==> config.mk <==
export PLATFORM = sky130hd
export DESIGN_NAME = rpbm_top
export DESIGN_NICKNAME = d
export VERILOG_FILES = /design/src/logic/rpbm_pkg.sv /design/src/logic/rpbm_mem_seq.sv /design/src/logic/rpbm_top.sv
export VERILOG_INCLUDE_DIRS = /design/src /design/src/logic
export SDC_FILE = /design/constraint.sdc
export NUM_CORES = 1
export LEC_CHECK = 0
export ABC_CLOCK_PERIOD_IN_PS = 4000
export BUFFER_PORTS_ARGS = -buffer_cell sky130_fd_sc_hd__buf_2
export CORE_MARGIN = 8
export CORE_UTILIZATION = 57
export CTS_CLUSTER_DIAMETER = 50
export DETAILED_ROUTE_END_ITERATION = 8
export GPL_ROUTABILITY_DRIVEN = 0
export HOLD_SLACK_MARGIN = 0.03
export PLACE_DENSITY = 0.94
export SYNTH_ARGS = -nofsm -noshare
export SYNTH_HDL_FRONTEND = slang
export SYNTH_HIERARCHICAL = 1
export SYNTH_SLANG_ARGS = --single-unit
==> constraint.sdc <==
create_clock -name clk -period 4 [get_ports clk]
set_input_delay 0.4 -clock clk [delete_from_list [all_inputs] [get_ports clk]]
set_output_delay 0.4 -clock clk [all_outputs]
set_load 0.05 [all_outputs]
==> src/logic/rpbm_defines.svh <==
// Opcode values, flag positions, reset values and step sizes.
`ifndef RPBM_DEFINES_SVH
`define RPBM_DEFINES_SVH

// Prefix bytes.
`define RPBM_OPC_REP_EQUAL 8'hf3
`define RPBM_OPC_REP_UNEQUAL 8'hf2
`define RPBM_OPC_WHILE_CARRY 8'hf6
`define RPBM_OPC_UNTIL_CARRY 8'hf7

// Block opcodes in bits 7 to 1; bit 0 is the word select.
`define RPBM_OPC_MOVE 7'h52
`define RPBM_OPC_COMPARE 7'h53
`define RPBM_OPC_SCAN 7'h57
`define RPBM_WORD_BIT 0

// Flag vector bit positions.
`define RPBM_FLAG_V 5
`define RPBM_FLAG_S 4
`define RPBM_FLAG_Z 3
`define RPBM_FLAG_AC 2
`define RPBM_FLAG_P 1
`define RPBM_FLAG_CY 0
`define RPBM_FLAGS_W 6

// Source segment override selectors.
`define RPBM_SEG_SOURCE 2'h0
`define RPBM_SEG_DEST 2'h1
`define RPBM_SEG_STACK 2'h2
`define RPBM_SEG_PROGRAM 2'h3

// Reset values and index steps.
`define RPBM_FLAGS_RST 6'h00
`define RPBM_WORD_RST 16'h0000
`define RPBM_ADDR_RST 20'h00000
`define RPBM_STEP_BYTE 16'h0001
`define RPBM_STEP_WORD 16'h0002
`define RPBM_ONE 16'h0001
`define RPBM_ADDR_ONE 20'h00001

`endif

==> src/logic/rpbm_pkg.sv <==
// Types shared by the repeat and block move logic.
package rpbm_pkg;

	typedef enum logic [6:0]
	{
		ST_IDLE = 7'h01,
		ST_PREFIX = 7'h02,
		ST_TEST = 7'h04,
		ST_SRC = 7'h08,
		ST_DST = 7'h10,
		ST_STEP = 7'h20,
		ST_DONE = 7'h40
	} rpbm_state_e;

	typedef enum logic [2:0]
	{
		RK_NONE = 3'h0,
		RK_EQUAL = 3'h1,
		RK_UNEQUAL = 3'h2,
		RK_CARRY = 3'h3,
		RK_NOCARRY = 3'h4
	} rpbm_repeat_e;

	typedef enum logic [1:0]
	{
		OK_MOVE = 2'h0,
		OK_COMPARE = 2'h1,
		OK_SCAN = 2'h2,
		OK_OTHER = 2'h3
	} rpbm_op_e;

endpackage

==> src/logic/rpbm_mem_seq.sv <==
// Byte-wide memory access sequencer for byte and word elements.
`timescale 1ns/1ps
`include "rpbm_defines.svh"

module rpbm_mem_seq #(
	parameter int ADDR_W = 20
) (
	input wire logic clk, // Core clock.
	input wire logic sys_rst, // Asynchronous reset, active high.
	input wire logic start, // One-cycle request to begin an element.
	input wire logic word, // High for a two-byte element.
	input wire logic write, // High to write, low to read.
	input wire logic [ADDR_W-1:0] addr, // Element start address.
	input wire logic [15:0] wdata, // Element to write.
	output logic [15:0] rdata, // Element read back.
	output logic done, // One-cycle pulse at element end.
	output logic memReq, // Byte access request.
	output logic memWrite, // Byte access is a write.
	output logic [ADDR_W-1:0] memAddr, // Byte address.
	output logic [7:0] memWdata, // Byte to write.
	input wire logic [7:0] memRdata, // Byte read.
	input wire logic memAck // Memory takes the current byte.
);

	logic highPhase_q;
	logic wordPend_q;
	logic [7:0] highByte_q;

	if (ADDR_W != 20)
	begin : g_chk
		$error("rpbm_mem_seq supports a 20-bit physical address only");
	end

	// Low byte goes first at the element address, high byte one above it,
	// so words keep little-endian order in memory.
	// little-endian byte pairing
	always_ff @(posedge clk or posedge sys_rst)
	begin
		if (sys_rst)
		begin
			memReq <= 1'b0;
			memWrite <= 1'b0;
			memAddr <= `RPBM_ADDR_RST;
			memWdata <= 8'h00;
			highPhase_q <= 1'b0;
			wordPend_q <= 1'b0;
			highByte_q <= 8'h00;
			rdata <= `RPBM_WORD_RST;
			done <= 1'b0;
		end
		else
		begin
			done <= 1'b0;
			if (start && !memReq)
			begin
				memReq <= 1'b1;
				memWrite <= write;
				memAddr <= addr;
				memWdata <= wdata[7:0];
				highByte_q <= wdata[15:8];
				wordPend_q <= word;
				highPhase_q <= 1'b0;
			end
			else if (memReq && memAck)
			begin
				if (!highPhase_q)
				begin
					rdata[7:0] <= memRdata;
				end
				else
				begin
					rdata[15:8] <= memRdata;
				end
				if (!highPhase_q && wordPend_q)
				begin
					highPhase_q <= 1'b1;
					memAddr <= memAddr + `RPBM_ADDR_ONE;
					memWdata <= highByte_q;
				end
				else
				begin
					memReq <= 1'b0;
					done <= 1'b1;
				end
			end
		end
	end

endmodule

==> src/logic/rpbm_top.sv <==
// Repeat prefix sequencer and primitive block move/compare engine.
`timescale 1ns/1ps
`include "rpbm_defines.svh"

// How it works
// - each pass runs once, then count decrements
// - zero count on entry skips the instruction
// - while-carry loop stops when carry clear
// - until-carry loop stops when carry set
// - only fresh comparison flags are tested
// - plain repeat tests only the count
// - while-equal stops on zero clear or count
// - while-unequal stops on zero set or count
// - byte f3 is repeat, equal with compares
// - byte f2 is repeat while unequal
// - move opcode bits 7..1, bit0 word
// - read source, write destination, step indexes
// - direction flag picks increment or decrement
// - destination always uses destination segment
// - source segment defaults, override allowed
// - element size fixed by opcode word bit
// - comparisons update all six flags
module rpbm_top #(
	parameter int ADDR_W = 20
) (
	input wire logic clk, // Core clock, 20 MHz.
	input wire logic sys_rst, // Asynchronous reset, active high.
	input wire logic instrValid, // Instruction byte offered.
	input wire logic [7:0] instrByte, // Instruction byte.
	output logic instrReady, // Byte accepted this cycle if valid.
	output logic instrDone, // Pulse when an instruction ends.
	output logic busy, // Instruction in progress.
	input wire logic loadRegs, // Load registers below, idle only.
	input wire logic [15:0] loadCount, // New repeat counter.
	input wire logic [15:0] loadSourceIndex, // New source index.
	input wire logic [15:0] loadDestIndex, // New destination index.
	input wire logic [5:0] loadFlags, // New flag vector.
	input wire logic directionFlag, // High to step indexes downward.
	input wire logic segOverrideValid, // Source segment override present.
	input wire logic [1:0] segOverrideSel, // Override segment select.
	input wire logic [15:0] sourceDataSegment, // Default source segment.
	input wire logic [15:0] destinationDataSegment, // Destination segment.
	input wire logic [15:0] stackSegment, // Stack segment.
	input wire logic [15:0] programSegment, // Program segment.
	input wire logic [15:0] accumulatorFull, // Accumulator for scans.
	output logic [15:0] repeatCounter, // Repeat counter.
	output logic [15:0] sourceIndex, // Source index.
	output logic [15:0] destinationIndex, // Destination index.
	output logic [5:0] flags, // Flags: V S Z AC P CY.
	output logic memReq, // Byte access request.
	output logic memWrite, // Byte access is a write.
	output logic [ADDR_W-1:0] memAddr, // Byte address.
	output logic [7:0] memWdata, // Byte to write.
	input wire logic [7:0] memRdata, // Byte read.
	input wire logic memAck // Memory takes the current byte.
);
	import rpbm_pkg::*;

	rpbm_state_e state_q;
	rpbm_repeat_e repKind_q;
	rpbm_op_e opKind_q;
	logic word_q;
	logic [1:0] srcSeg_q;
	logic [15:0] count_q;
	logic [15:0] srcIdx_q;
	logic [15:0] dstIdx_q;
	logic [5:0] flags_q;
	logic [15:0] srcData_q;
	logic ready_q;
	logic busy_q;
	logic done_q;
	logic seqStart_q;
	logic seqWrite_q;
	logic [ADDR_W-1:0] seqAddr_q;
	logic [15:0] seqWdata_q;
	logic [15:0] seqRdata;
	logic seqDone;
	logic stopLoop;
	logic [15:0] srcSegVal;
	rpbm_op_e decOp;

	if (ADDR_W != 20)
	begin : g_chk
		$error("rpbm_top supports a 20-bit physical address only");
	end

	// Segment base shifted by four plus offset, wrapping in 20 bits.
	function automatic logic [19:0] physAddr(input logic [15:0] seg,
		input logic [15:0] off);
		physAddr = {seg, 4'h0} + {4'h0, off};
	endfunction

	// One element step in the direction the flag chooses.
	function automatic logic [15:0] stepIndex(input logic [15:0] idx,
		input logic wrd, input logic down);
		logic [15:0] delta;
		delta = wrd ? `RPBM_STEP_WORD : `RPBM_STEP_BYTE;
		stepIndex = down ? idx - delta : idx + delta;
	endfunction

	// Flags of a minus b, at byte or word width.
	function automatic logic [5:0] cmpFlags(input logic [15:0] a,
		input logic [15:0] b, input logic wrd);
		logic [16:0] diff;
		logic [5:0] f;
		logic sa;
		logic sb;
		logic sd;
		diff = {1'b0, a} - {1'b0, b};
		f = 6'h00;
		if (wrd)
		begin
			sa = a[15];
			sb = b[15];
			sd = diff[15];
			f[`RPBM_FLAG_Z] = (diff[15:0] == 16'h0000);
			f[`RPBM_FLAG_CY] = diff[16];
		end
		else
		begin
			sa = a[7];
			sb = b[7];
			sd = diff[7];
			f[`RPBM_FLAG_Z] = (diff[7:0] == 8'h00);
			f[`RPBM_FLAG_CY] = a[7:0] < b[7:0];
		end
		f[`RPBM_FLAG_S] = sd;
		f[`RPBM_FLAG_V] = (sa != sb) && (sd != sa);
		f[`RPBM_FLAG_AC] = a[3:0] < b[3:0];
		f[`RPBM_FLAG_P] = ~^diff[7:0];
		cmpFlags = f;
	endfunction

	// Decode of a block opcode byte; bit 0 alone fixes the size.
	// block opcode decode
	always_comb
	begin
		unique case (instrByte[7:1])
			`RPBM_OPC_MOVE: decOp = OK_MOVE;
			`RPBM_OPC_COMPARE: decOp = OK_COMPARE;
			`RPBM_OPC_SCAN: decOp = OK_SCAN;
			default: decOp = OK_OTHER;
		endcase
	end

	// Source segment: default unless an override was captured.
	// source segment select
	always_comb
	begin
		unique case (srcSeg_q)
			`RPBM_SEG_SOURCE: srcSegVal = sourceDataSegment;
			`RPBM_SEG_DEST: srcSegVal = destinationDataSegment;
			`RPBM_SEG_STACK: srcSegVal = stackSegment;
			default: srcSegVal = programSegment;
		endcase
	end

	// Loop exit test on the flags the pass just produced, never on older
	// ones; plain repeat with a move ignores the zero flag altogether.
	// fresh flags only
	always_comb
	begin
		stopLoop = 1'b0;
		if (opKind_q != OK_MOVE)
		begin
			unique case (repKind_q)
				RK_EQUAL: stopLoop = !flags_q[`RPBM_FLAG_Z];
				RK_UNEQUAL: stopLoop = flags_q[`RPBM_FLAG_Z];
				RK_CARRY: stopLoop = !flags_q[`RPBM_FLAG_CY];
				RK_NOCARRY: stopLoop = flags_q[`RPBM_FLAG_CY];
				default: stopLoop = 1'b0;
			endcase
		end
	end

	// Sequencer and memory request issue. A byte that is neither prefix
	// nor handled block opcode ends the instruction with no effect.
	always_ff @(posedge clk or posedge sys_rst)
	begin
		if (sys_rst)
		begin
			state_q <= ST_IDLE;
			repKind_q <= RK_NONE;
			opKind_q <= OK_OTHER;
			word_q <= 1'b0;
			srcSeg_q <= `RPBM_SEG_SOURCE;
			ready_q <= 1'b1;
			busy_q <= 1'b0;
			done_q <= 1'b0;
			seqStart_q <= 1'b0;
			seqWrite_q <= 1'b0;
			seqAddr_q <= `RPBM_ADDR_RST;
			seqWdata_q <= `RPBM_WORD_RST;
			srcData_q <= `RPBM_WORD_RST;
		end
		else
		begin
			done_q <= 1'b0;
			seqStart_q <= 1'b0;
			unique case (state_q)
				ST_IDLE, ST_PREFIX:
				begin
					if (instrValid)
					begin
						if (state_q == ST_IDLE)
						begin
							srcSeg_q <= segOverrideValid ? segOverrideSel
								: `RPBM_SEG_SOURCE;
							repKind_q <= RK_NONE;
						end
						if (instrByte == `RPBM_OPC_REP_EQUAL)
						begin
							repKind_q <= RK_EQUAL;
							state_q <= ST_PREFIX;
						end
						else if (instrByte == `RPBM_OPC_REP_UNEQUAL)
						begin
							repKind_q <= RK_UNEQUAL;
							state_q <= ST_PREFIX;
						end
						else if (instrByte == `RPBM_OPC_WHILE_CARRY)
						begin
							repKind_q <= RK_CARRY;
							state_q <= ST_PREFIX;
						end
						else if (instrByte == `RPBM_OPC_UNTIL_CARRY)
						begin
							repKind_q <= RK_NOCARRY;
							state_q <= ST_PREFIX;
						end
						else if (decOp != OK_OTHER)
						begin
							opKind_q <= decOp;
							word_q <= instrByte[`RPBM_WORD_BIT];
							ready_q <= 1'b0;
							busy_q <= 1'b1;
							state_q <= ST_TEST;
						end
						else
						begin
							ready_q <= 1'b0;
							busy_q <= 1'b1;
							state_q <= ST_DONE;
						end
					end
				end
				ST_TEST:
				begin
					if (repKind_q != RK_NONE && count_q == `RPBM_WORD_RST)
					begin
						state_q <= ST_DONE;
					end
					else if (opKind_q == OK_SCAN)
					begin
						seqStart_q <= 1'b1;
						seqWrite_q <= 1'b0;
						seqAddr_q <= physAddr(destinationDataSegment, dstIdx_q);
						state_q <= ST_DST;
					end
					else
					begin
						seqStart_q <= 1'b1;
						seqWrite_q <= 1'b0;
						seqAddr_q <= physAddr(srcSegVal, srcIdx_q);
						state_q <= ST_SRC;
					end
				end
				ST_SRC:
				begin
					if (seqDone)
					begin
						srcData_q <= seqRdata;
						seqStart_q <= 1'b1;
						seqWrite_q <= (opKind_q == OK_MOVE);
						seqWdata_q <= seqRdata;
						seqAddr_q <= physAddr(destinationDataSegment, dstIdx_q);
						state_q <= ST_DST;
					end
				end
				ST_DST:
				begin
					if (seqDone)
					begin
						state_q <= ST_STEP;
					end
				end
				ST_STEP:
				begin
					if (repKind_q != RK_NONE && !stopLoop)
					begin
						state_q <= ST_TEST;
					end
					else
					begin
						state_q <= ST_DONE;
					end
				end
				ST_DONE:
				begin
					done_q <= 1'b1;
					ready_q <= 1'b1;
					busy_q <= 1'b0;
					state_q <= ST_IDLE;
				end
			endcase
		end
	end

	// Comparison flags follow every compared element; loads only at idle.
	// comparison flag update
	always_ff @(posedge clk or posedge sys_rst)
	begin
		if (sys_rst)
		begin
			flags_q <= `RPBM_FLAGS_RST;
		end
		else if (state_q == ST_DST && seqDone && opKind_q == OK_COMPARE)
		begin
			flags_q <= cmpFlags(srcData_q, seqRdata, word_q);
		end
		else if (state_q == ST_DST && seqDone && opKind_q == OK_SCAN)
		begin
			flags_q <= cmpFlags(accumulatorFull, seqRdata, word_q);
		end
		else if (loadRegs && state_q == ST_IDLE)
		begin
			flags_q <= loadFlags;
		end
	end

	// Index stepping after each element; a scan touches only the
	// destination index.
	// direction flag stepping
	always_ff @(posedge clk or posedge sys_rst)
	begin
		if (sys_rst)
		begin
			srcIdx_q <= `RPBM_WORD_RST;
			dstIdx_q <= `RPBM_WORD_RST;
		end
		else if (state_q == ST_STEP)
		begin
			if (opKind_q != OK_SCAN)
			begin
				srcIdx_q <= stepIndex(srcIdx_q, word_q, directionFlag);
			end
			dstIdx_q <= stepIndex(dstIdx_q, word_q, directionFlag);
		end
		else if (loadRegs && state_q == ST_IDLE)
		begin
			srcIdx_q <= loadSourceIndex;
			dstIdx_q <= loadDestIndex;
		end
	end

	// Repeat counter drops by one after each repeated pass.
	// count decrement
	always_ff @(posedge clk or posedge sys_rst)
	begin
		if (sys_rst)
		begin
			count_q <= `RPBM_WORD_RST;
		end
		else if (state_q == ST_STEP && repKind_q != RK_NONE)
		begin
			count_q <= count_q - `RPBM_ONE;
		end
		else if (loadRegs && state_q == ST_IDLE)
		begin
			count_q <= loadCount;
		end
	end

	rpbm_mem_seq #(
		.ADDR_W(ADDR_W)
	) u_seq (
		.clk(clk),
		.sys_rst(sys_rst),
		.start(seqStart_q),
		.word(word_q),
		.write(seqWrite_q),
		.addr(seqAddr_q),
		.wdata(seqWdata_q),
		.rdata(seqRdata),
		.done(seqDone),
		.memReq(memReq),
		.memWrite(memWrite),
		.memAddr(memAddr),
		.memWdata(memWdata),
		.memRdata(memRdata),
		.memAck(memAck)
	);

	// Outputs taken straight from their registers.
	assign instrReady = ready_q;
	assign instrDone = done_q;
	assign busy = busy_q;
	assign repeatCounter = count_q;
	assign sourceIndex = srcIdx_q;
	assign destinationIndex = dstIdx_q;
	assign flags = flags_q;

endmodule

# After elaboration in Yosys (flattened, before gate mapping)
# Cells that the tools add are included.
[word_totals]
ff_bits = 167
inputBits = 159
output_inout_bits = 87
word_cells = 224
[classes]
add_sub_neg = 10
magnitude_cmp = 4
eq_ne = 38
mux = 91
bitwise_logic = 6
n_reduce_logical = 49
[ops]
columns = ["cell", "count"]
rows = [
  ["2-to-1 mux 16 bit", 9],
  ["2-to-1 mux 20 bit", 6],
  ["2-to-1 mux 7 bit", 10],
  ["logical NOT 16 bit", 3],
  ["case mux 16 bit (3 select lines)", 1],
  ["2-to-1 mux 1 bit", 43],
  ["case mux 7 bit (6 select lines)", 1],
  ["adder 20 x 16 -> 20 bit", 2],
  ["case mux 20 bit (2 select lines)", 1],
  ["subtractor 16 x 16 -> 17 bit", 2],
  ["== test 8 bit (second input constant)", 4],
  ["== test 7 bit (second input constant)", 4],
  ["2-to-1 mux 8 bit", 3],
  ["adder 20 x 1 -> 20 bit (second input constant)", 1],
  ["2-to-1 mux 6 bit", 3],
  ["AND reduction 3 bit", 6],
  ["adder 16 bit", 1],
  ["adder 16 x 2 -> 16 bit", 1],
  ["logical NOT 8 bit", 2],
  ["less-than comparator 8 bit", 2],
  ["inequality test 2 bit (second input constant)", 8],
  ["XNOR reduction 8 bit", 2],
  ["subtractor 16 x 1 -> 16 bit (second input constant)", 1],
  ["subtractor 16 bit", 1],
  ["32 further kinds", 81],
]

# Logic depth before layout (Yosys ltp)
# Gate-level depths: netlist (run 1).
[logic_depth]
ltp_word = 10
depth_mapped = 15
ltp_nobuf = 15

# Cells and area by module
# Netlist (run 1), hierarchy kept.
[modules_own_cells]
columns = ["module", "n_inst", "cells_per_inst", "area_each_um2", "seq_area_each_um2"]
rows = [
  ["rpbm_top", 1, 1148, 9768.1, 2757.6],
  ["rpbm_mem_seq", 1, 264, 2570.0, 1426.4],
]

# Worst setup path before layout (run 1)
# Ideal clock, no wire load.
[synth_path]
path_type = "flip-flop to flip-flop"
start = "reg srcSeg_q[0]"
end = "reg seqAddr_q[16]"
setup_time_ns = 0.126
arrival_ns = 3.428
required_time_ns = 3.874
setup_slack_ns = 0.446
stages_incl_launch_ff = 13
n_path_buf = 2
period_less_slack_ns = 3.554
path_cell_list = "dfrtp_1 -> clkbuf_1 -> buf_1 -> mux4_2 -> ha_1 -> a21o_1 -> a21oi_1 -> o211ai_1 -> a41oi_1 -> o21ai_0 -> xnor2_1 -> nor3_1 -> a221o_1"
[synth_via]
elab_chain_cells = 6
elab_cells_between_ends = 8
classes_between = "add/sub: 1; eq/ne: 2; mux: 4; reduce/logical: 1"
[synth_lines]
columns = ["item", "line", "text"]
rows = [
  ["from (decl)", "rpbm_top.sv:63", "logic [1:0] srcSeg_q;"],
  ["from (signal assigned)", "rpbm_top.sv:186", "srcSeg_q <= `RPBM_SEG_SOURCE;"],
  ["from (signal assigned)", "rpbm_top.sv:207", "srcSeg_q <= segOverrideValid ? segOverrideSel"],
  ["== test 2 bit (tied with other cells)", "rpbm_top.sv:150", "unique case (srcSeg_q)"],
  ["case mux 16 bit (3 select lines) *", "rpbm_top.sv:150", ""],
  ["adder 20 x 16 -> 20 bit *", "rpbm_top.sv:90", "physAddr = {seg, 4'h0} + {4'h0, off};"],
  ["2-to-1 mux 20 bit *", "rpbm_top.sv:253", "else if (opKind_q == OK_SCAN)"],
  ["2-to-1 mux 20 bit *", "rpbm_top.sv:249", "if (repKind_q != RK_NONE && count_q == `RPBM_WORD_RST)"],
  ["case mux 20 bit (2 select lines) *", "rpbm_top.sv:200", "unique case (state_q)"],
  ["to (signal assigned)", "rpbm_top.sv:257", "seqAddr_q <= physAddr(destinationDataSegment, dstIdx_q);"],
  ["to (signal assigned)", "rpbm_top.sv:264", "seqAddr_q <= physAddr(srcSegVal, srcIdx_q);"],
  ["to (signal assigned)", "rpbm_top.sv:276", "seqAddr_q <= physAddr(destinationDataSegment, dstIdx_q);"],
  ["to (decl)", "rpbm_top.sv:74", "logic [ADDR_W-1:0] seqAddr_q;"],
]
# Mark *: on every way between the ends. The rest lies on a longest branch, timed or not. The select of a mux whose other input is x is not followed.
# A chain may end at the register's enable or synchronous reset.

# Worst setup path after layout (run 1)
[layout_path]
start = "reg u_seq.rdata[1]"
end = "reg flags_q[3], in the netlist flags[3]"
[layout_via]
elab_chain_cells = 5
elab_cells_between_ends = 10
classes_between = "add/sub: 2; mux: 4; reduce/logical: 4"
[layout_lines]
columns = ["item", "line", "text"]
rows = [
  ["from (decl)", "rpbm_mem_seq.sv:15", "output logic [15:0] rdata,"],
  ["from (signal assigned)", "rpbm_mem_seq.sv:48", "rdata <= `RPBM_WORD_RST;"],
  ["from (signal assigned)", "rpbm_mem_seq.sv:68", "rdata[7:0] <= memRdata;"],
  ["subtractor 16 x 16 -> 17 bit", "rpbm_top.sv:109", "diff = {1'b0, a} - {1'b0, b};"],
  ["logical NOT 16 bit or logical NOT 8 bit (tied branches)", "rpbm_top.sv:116, rpbm_top.sv:124", ""],
  ["2-to-1 mux 1 bit", "rpbm_top.sv:111", "if (wrd)"],
  ["2-to-1 mux 6 bit", "rpbm_top.sv:321", "else if (state_q == ST_DST && seqDone && opKind_q == OK_SCAN)"],
  ["2-to-1 mux 6 bit *", "rpbm_top.sv:317", "else if (state_q == ST_DST && seqDone && opKind_q == OK_COMPARE)"],
  ["to (signal assigned)", "rpbm_top.sv:315", "flags_q <= `RPBM_FLAGS_RST;"],
  ["to (signal assigned)", "rpbm_top.sv:319", "flags_q <= cmpFlags(srcData_q, seqRdata, word_q);"],
  ["to (signal assigned)", "rpbm_top.sv:323", "flags_q <= cmpFlags(accumulatorFull, seqRdata, word_q);"],
  ["to (decl)", "rpbm_top.sv:67", "logic [5:0] flags_q;"],
]
# Mark *: on every way between the ends. The rest lies on a longest branch, timed or not.

==> flow_summary.json, run 1 <==
{
  "finalSetupViolations": 0,
  "p_clk_share_pct": 14.6,
  "worstPathRequired_ns": 4.34,
  "p_per_area_mw_per_mm2": 877,
  "wirelength_um": 40400,
  "die-area_mm2": 0.0266,
  "p_int_mw": 6.31,
  "syn_to_final_growth_pct": 17.3,
  "r2r_end": "flags[3]",
  "grt_overflow": 0,
  "synth_area_per_cell_um2": 8.74,
  "power_mw": 12.7,
  "yosysTopAreaCellShare_pct": 33.1,
  "hpwlAfterDp_um": 31000,
  "period_minus_slack_ns": 3.58,
  "synth_edf_count": 0,
  "post_cts_buffers": 0,
  "synth_ff_type": "dfrtp_1",
  "fmax_mhz": 279,
  "cts_max_level": 4,
  "p_seq_share_pct": 23.0,
  "start_util_pct": 57.2,
  "worst_hold_slack_ns": 0.0843,
  "netlist_top_cells_count": "nand2_1 (186), dfrtp_1 (163), nor2_1 (127)",
  "crit_end": "flags[3]",
  "crit_fanout": 4,
  "die_y_um": 163,
  "cp-startpoint": "u_seq/rdata[1]",
  "tightest_slew_ns": 1.35,
  "rows": 54,
  "ios": 246,
  "dr.pass1.iters": 8,
  "end_kind": "flip-flop",
  "yosys.area.top_type": "dfrtp_1",
  "yosysMostFrequentCell": "nand2_1",
  "outcome": "finished, final reports clean",
  "antenna_found_initial": 2,
  "grt_pass1_wl_um": 64000,
  "hold_viol": 0,
  "ys_ff_latch": 167,
  "vias": 12433,
  "drcViolationCount": 0,
  "leakagePower_nw": 6.79,
  "root_buffer": "clkbuf_16",
  "die_w_um": 163,
  "cts_hold_buffers": 0,
  "drive_gt1_share_pct": 21.4,
  "yosys_warnings": 6,
  "nFillCells": 1640,
  "netlist_area_mm2": 0.0123,
  "synthTopCellsByArea": "dfrtp_1 (33%), ha_1 (10%), nand2_1 (5.7%)",
  "slew_headroom_pct": 9.72,
  "switching_share_pct": 50.3,
  "min_path_type": "in -> async",
  "clock_tree.buffer_depth": 2,
  "coreArea_mm2": 0.0216,
  "setup_tns_ns": 0,
  "wl_per_cell_um": 20.8,
  "p_sw_mw": 6.39,
  "dpl-instance-area_mm2": 0.0138,
  "detail-route-antenna-nets": 0,
  "cts_repair_resize_count": 0,
  "syn_nets": 1676,
  "design_area_mm2": 0.0145,
  "synthDistinctLibCells": 82,
  "drtIter0Drc": 1253,
  "worstSetupStartpointType": "flip-flop",
  "synthCells": 1412,
  "fin_skew_ns": 0.0128,
  "io_buffers": 245,
  "power_frac_comb_pct": 62.4,
  "rsz0062_at_grt": "false",
  "post-route-period-util_pct": 89.5,
  "post_drt_via_cell_ratio": 6.42,
  "slew_viol_final": 0,
  "ir_drop_uv": 522,
  "path_clk_slew_ns": 0.07,
  "clk_latency_ns": 0.43,
  "nets": 1907,
  "cts_tree": "yes",
  "cts.sinks": 167,
  "synthArstFlopShare_pct": 100,
  "grt_util_all_layers_pct": 30.2,
  "cap_violations": 0,
  "seq_area_frac_synth_pct": 33.9,
  "r2r_setup_slack_ns": 0.42,
  "r2r_start": "u_seq/rdata[1]",
  "r2r_cells": 14,
  "first_global_vias": 12421,
  "cts-buffers-inserted": 17,
  "worst_ep_arrival_time_ns": 3.92,
  "worst-setup-path-type": "reg -> reg",
  "grt_max_degree": 58
}
metal layers:
layer	wire (um)	up-vias	part of all wire [%]	GRT usage, %
li1	-	5640	-	-
met1	15300	5860	38	36.0
met2	19400	790	48	49.8
met3	3480	143	8.6	6.10
met4	2150	0	5.3	18.0
met5	0	-	0	0
kinds of logic (layout without fill, tap and decap cells):
logic type      after synthesis  in the layout  synth area share (%)
simple gates                510            510                  19.5
other cells                   0              2                     0
mux                          43             43                  5.30
fa+ha+maj                   105            105                  11.0
flops                       167            167                  33.9
xor+xnor                     81             81                  5.75
buf+inv                     104            348                  3.44
compound gates              402            402                  21.1
registers in the layout (all words and copies together) (netlist names), 16 cells and up:
name and flops:
destinationIndex 16, sourceIndex 16, u_seq/memAddr 20, u_seq/rdata 16
repeatCounter 16, seqWdata_q 16, seqAddr_q 20
cell usage in the layout (no fill, tap or decap), types with 7 or more instances in the layout:
master,netlist,routed
buf_2,4,245
nand2_1,186,186
dfrtp_1,163,163
nor2_1,127,127
o21ai_0,119,119
ha_1,99,99
a21oi_1,84,84
inv_1,56,54
xnor2_1,53,53
nor3_1,39,39
nand3_1,31,31
xor2_1,28,28
a21o_1,26,26
a31oi_1,26,26
mux2_2,19,19
o21a_1,18,18
nor2b_1,18,17
nand2b_1,17,17
a22oi_1,17,17
clkbuf_16,0,17
mux4_2,16,16
buf_4,1,14
and3_1,14,13
or3_1,13,13
o31ai_1,13,13
nand4_1,11,11
nor4_1,10,10
o211ai_1,10,10
mux2i_1,8,8
o22ai_1,8,8
o311ai_0,7,7
nand3b_1,7,7
power by group through the flow:
stage | Sequential (mW) | Combinational, mW | Clock [mW]
after global routing | 2.96 | 8.55 | 1.95
after floorplan | 3.90 | 4.73 | 0
after global placement | 2.87 | 7.40 | 0
after detailed placement | 2.90 | 7.71 | 0
final | 2.91 | 7.92 | 1.86
after CTS | 2.88 | 7.82 | 1.87
critical path, stage by stage (launching register included):
cell and delay (ns):
dfrtp_1 0.44, inv_1 0.11, ha_1 0.27, nor2b_1 0.14
o31a_1 0.30, o311a_1 0.37, nor2_1 0.12, xor2_1 0.34
ha_1 0.22, nand4_1 0.10, nor2_1 0.17, nand2_1 0.08
a2111oi_0 0.45, nand4_1 0.21, o21ai_0 0.19
how the worst min path moves through the flow:
stage / endpoint / slack [ns] / cells after the start
3_3_place_gp: u_seq/highByte_q[6] / 0.46 / 2
2_1_floorplan: u_seq/memWrite / 0.44 / 2
6_report: seqWdata_q[0] / 0.08 / 2
5_1_grt: seqWdata_q[0] / 0.13 / 2
4_1_cts: seqWdata_q[0] / 0.1 / 2
3_5_place_dp: u_seq/highByte_q[6] / 0.46 / 2
layout make-up:
class | instances | area (um2) | area share [%]
clock buffer | 19 | 433 | 2.99
clock inverter | 13 | 219 | 1.51
timing repair buffer | 259 | 1330 | 9.20
multi-input combinational | 1141 | 7730 | 53.4
sequential | 167 | 4180 | 28.9
inverter | 57 | 219 | 1.51
antenna | 2 | 5.00 | 0.0346
tap | 280 | 350 | 2.42
per-stage QoR:
stage | setup WS (ns) | instances | util (%)
floorplan | 0.446 | 1412 | -
global placement | 0.688 | 1904 | 64.1
detailed placement | 0.547 | 1904 | 64.1
CTS | 0.517 | 1936 | 67.1
global route | 0.185 | 1937 | 67.1
finish | 0.421 | 1938 | 67.2
Note: power is estimated with default switching activity, not from simulation.
==> inputs of run 2 (changes only) <==
- GPL_TIMING_DRIVEN: default -> 0
==> flow_summary.json, run 2 (synthesis gave the netlist of run 1 again) <==
{
  "outcome": "finished, final reports clean",
  "path_clk_slew_ns": 0.07,
  "rsz0062_at_grt": "false",
  "leakagePower_nw": 6.81,
  "grt_pass1_wl_um": 64800,
  "power_frac_comb_pct": 63.4,
  "wirelength_um": 41300,
  "io_buffers": 245,
  "cts.sinks": 167,
  "grt_overflow": 0,
  "worst_ep_arrival_time_ns": 4.07,
  "coreArea_mm2": 0.0216,
  "clk_latency_ns": 0.44,
  "period_minus_slack_ns": 3.75,
  "largestRegisters": "seqAddr_q x20, u_seq/memAddr x20",
  "cts-buffers-inserted": 17,
  "drtIter0Drc": 1293,
  "p_seq_share_pct": 23.1,
  "design_area_mm2": 0.0146,
  "final_cell_mix": "buf_2 (249), nand2_1 (186), dfrtp_1 (162)",
  "nFillCells": 1646,
  "setup_tns_ns": 0,
  "min_path_type": "in -> reg",
  "worstPathRequired_ns": 4.32,
  "post-route-period-util_pct": 93.8,
  "wl_per_cell_um": 21.0,
  "die_w_um": 163,
  "clock_tree.buffer_depth": 2,
  "die_y_um": 163,
  "grt_max_degree": 83,
  "p_int_mw": 6.17,
  "crit_fanout": 10,
  "dpl-instance-area_mm2": 0.0140,
  "cap_violations": 0,
  "drcViolationCount": 0,
  "hold_viol": 0,
  "fmax_mhz": 267,
  "p_per_area_mw_per_mm2": 862,
  "grt_util_all_layers_pct": 30.6,
  "vias": 12726,
  "rows": 54,
  "slew_headroom_pct": 35.3,
  "final_common_cell": "buf_2",
  "cts_tree": "yes",
  "first_global_vias": 12609,
  "dr.pass1.iters": 6,
  "post_drt_via_cell_ratio": 6.46,
  "die-area_mm2": 0.0266,
  "power_mw": 12.6,
  "root_buffer": "clkbuf_16",
  "drive_gt1_share_pct": 20.8,
  "cts_max_level": 4,
  "hpwlAfterDp_um": 31800,
  "start_util_pct": 57.2,
  "tightest_slew_ns": 0.970,
  "slew_viol_final": 0,
  "fin_skew_ns": 0.0137,
  "p_sw_mw": 6.39,
  "ir_drop_uv": 530,
  "finalSetupViolations": 0,
  "antenna_found_initial": 2,
  "detail-route-antenna-nets": 0,
  "end_kind": "flip-flop",
  "ios": 246,
  "syn_to_final_growth_pct": 18.1,
  "nets": 1941,
  "switching_share_pct": 50.8,
  "post_cts_buffers": 0,
  "worst-setup-path-type": "reg -> reg",
  "p_clk_share_pct": 13.5,
  "worstSetupStartpointType": "flip-flop"
}
## run 2: changes by cell type in the layout (fill, tap and decap cells not counted), sizes merged
cell         previous run  this run
inv                    61        58
dlygate4sd3             0         1
diode                   2         1
clkinv                  1         4
bufinv                  5         3
clkbuf                 19        53
clkinvlp                3         4
## run 2: final cells by class
type	count	area (um2)	area share, %
Tap cell	280	350	2.40
Clock buffer	20	437	3.00
Inverter	57	221	1.52
Timing Repair Buffer	248	1280	8.81
Multi-Input combinational cell	1141	7730	53.1
Buffer	45	206	1.42
Antenna cell	1	2.50	0.0172
Clock inverter	12	153	1.05
Sequential cell	167	4190	28.7
## run 2: final timing paths
kind                                       start                    to  slack [ns]  cells past startpoint
worst max register to register       srcSeg_q[0]         seqAddr_q[16]        0.25                     11
max in group asynchronous                sys_rst           opKind_q[1]        2.76                      4
worst min-delay path            loadDestIndex[3]   destinationIndex[3]        0.17                      2
min in group asynchronous                sys_rst  destinationIndex[10]        0.51                      3
worst max-delay path                 srcSeg_q[0]         seqAddr_q[16]        0.25                     11
worst min register to register     seqAddr_q[10]         seqAddr_q[10]        0.48                      2
## run 2: layer usage
layer	track usage [%]	up-vias	part of all wire, %
li1	-	5703	-
met1	36.5	6039	37
met2	49.9	798	47
met3	7.18	184	9.3
met4	18.3	2	6.4
met5	0	-	0.031
## run 2: timing repair
item,in CTS,in global routing
resized for setup,2,8
hold buffers,1,0
hold endpoints to repair,28,0
endpoints found under the setup margin,8,5
## run 2: power groups by stage
| stage | Combinational, mW | Clock (mW) | Sequential, mW |
|---|---|---|---|
| floorplan | 4.73 | 0 | 3.90 |
| global placement | 7.44 | 0 | 2.82 |
| detailed placement | 7.77 | 0 | 2.86 |
| CTS | 7.86 | 1.70 | 2.85 |
| global route | 8.61 | 1.78 | 2.96 |
| finish | 7.96 | 1.69 | 2.90 |
## run 2: through the flow
stage / cells / util, % / hold WS, ns / setup slack [ns]
6_report: 1971 / 67.6 / 0.172 / 0.250
5_1_grt: 1971 / 67.6 / 0.156 / 0.0656
4_1_cts: 1971 / 67.6 / 0.164 / 0.000586
3_5_place_dp: 1939 / 64.8 / 0.417 / -0.376
3_3_place_gp: 1937 / 64.6 / 0.460 / -0.805
2_1_floorplan: 1412 / - / 0.439 / 0.446
## run 2: critical path, cell delays in order (launching register included)
cell      delay [ns]
dfrtp_2         0.55
clkbuf_4        0.36
mux4_2          0.56
ha_1            0.34
a21o_1          0.19
a21oi_1         0.32
o211ai_1        0.19
a41oi_1         0.37
o21ai_0         0.22
xnor2_1         0.17
nor3_1          0.07
a221o_1         0.27
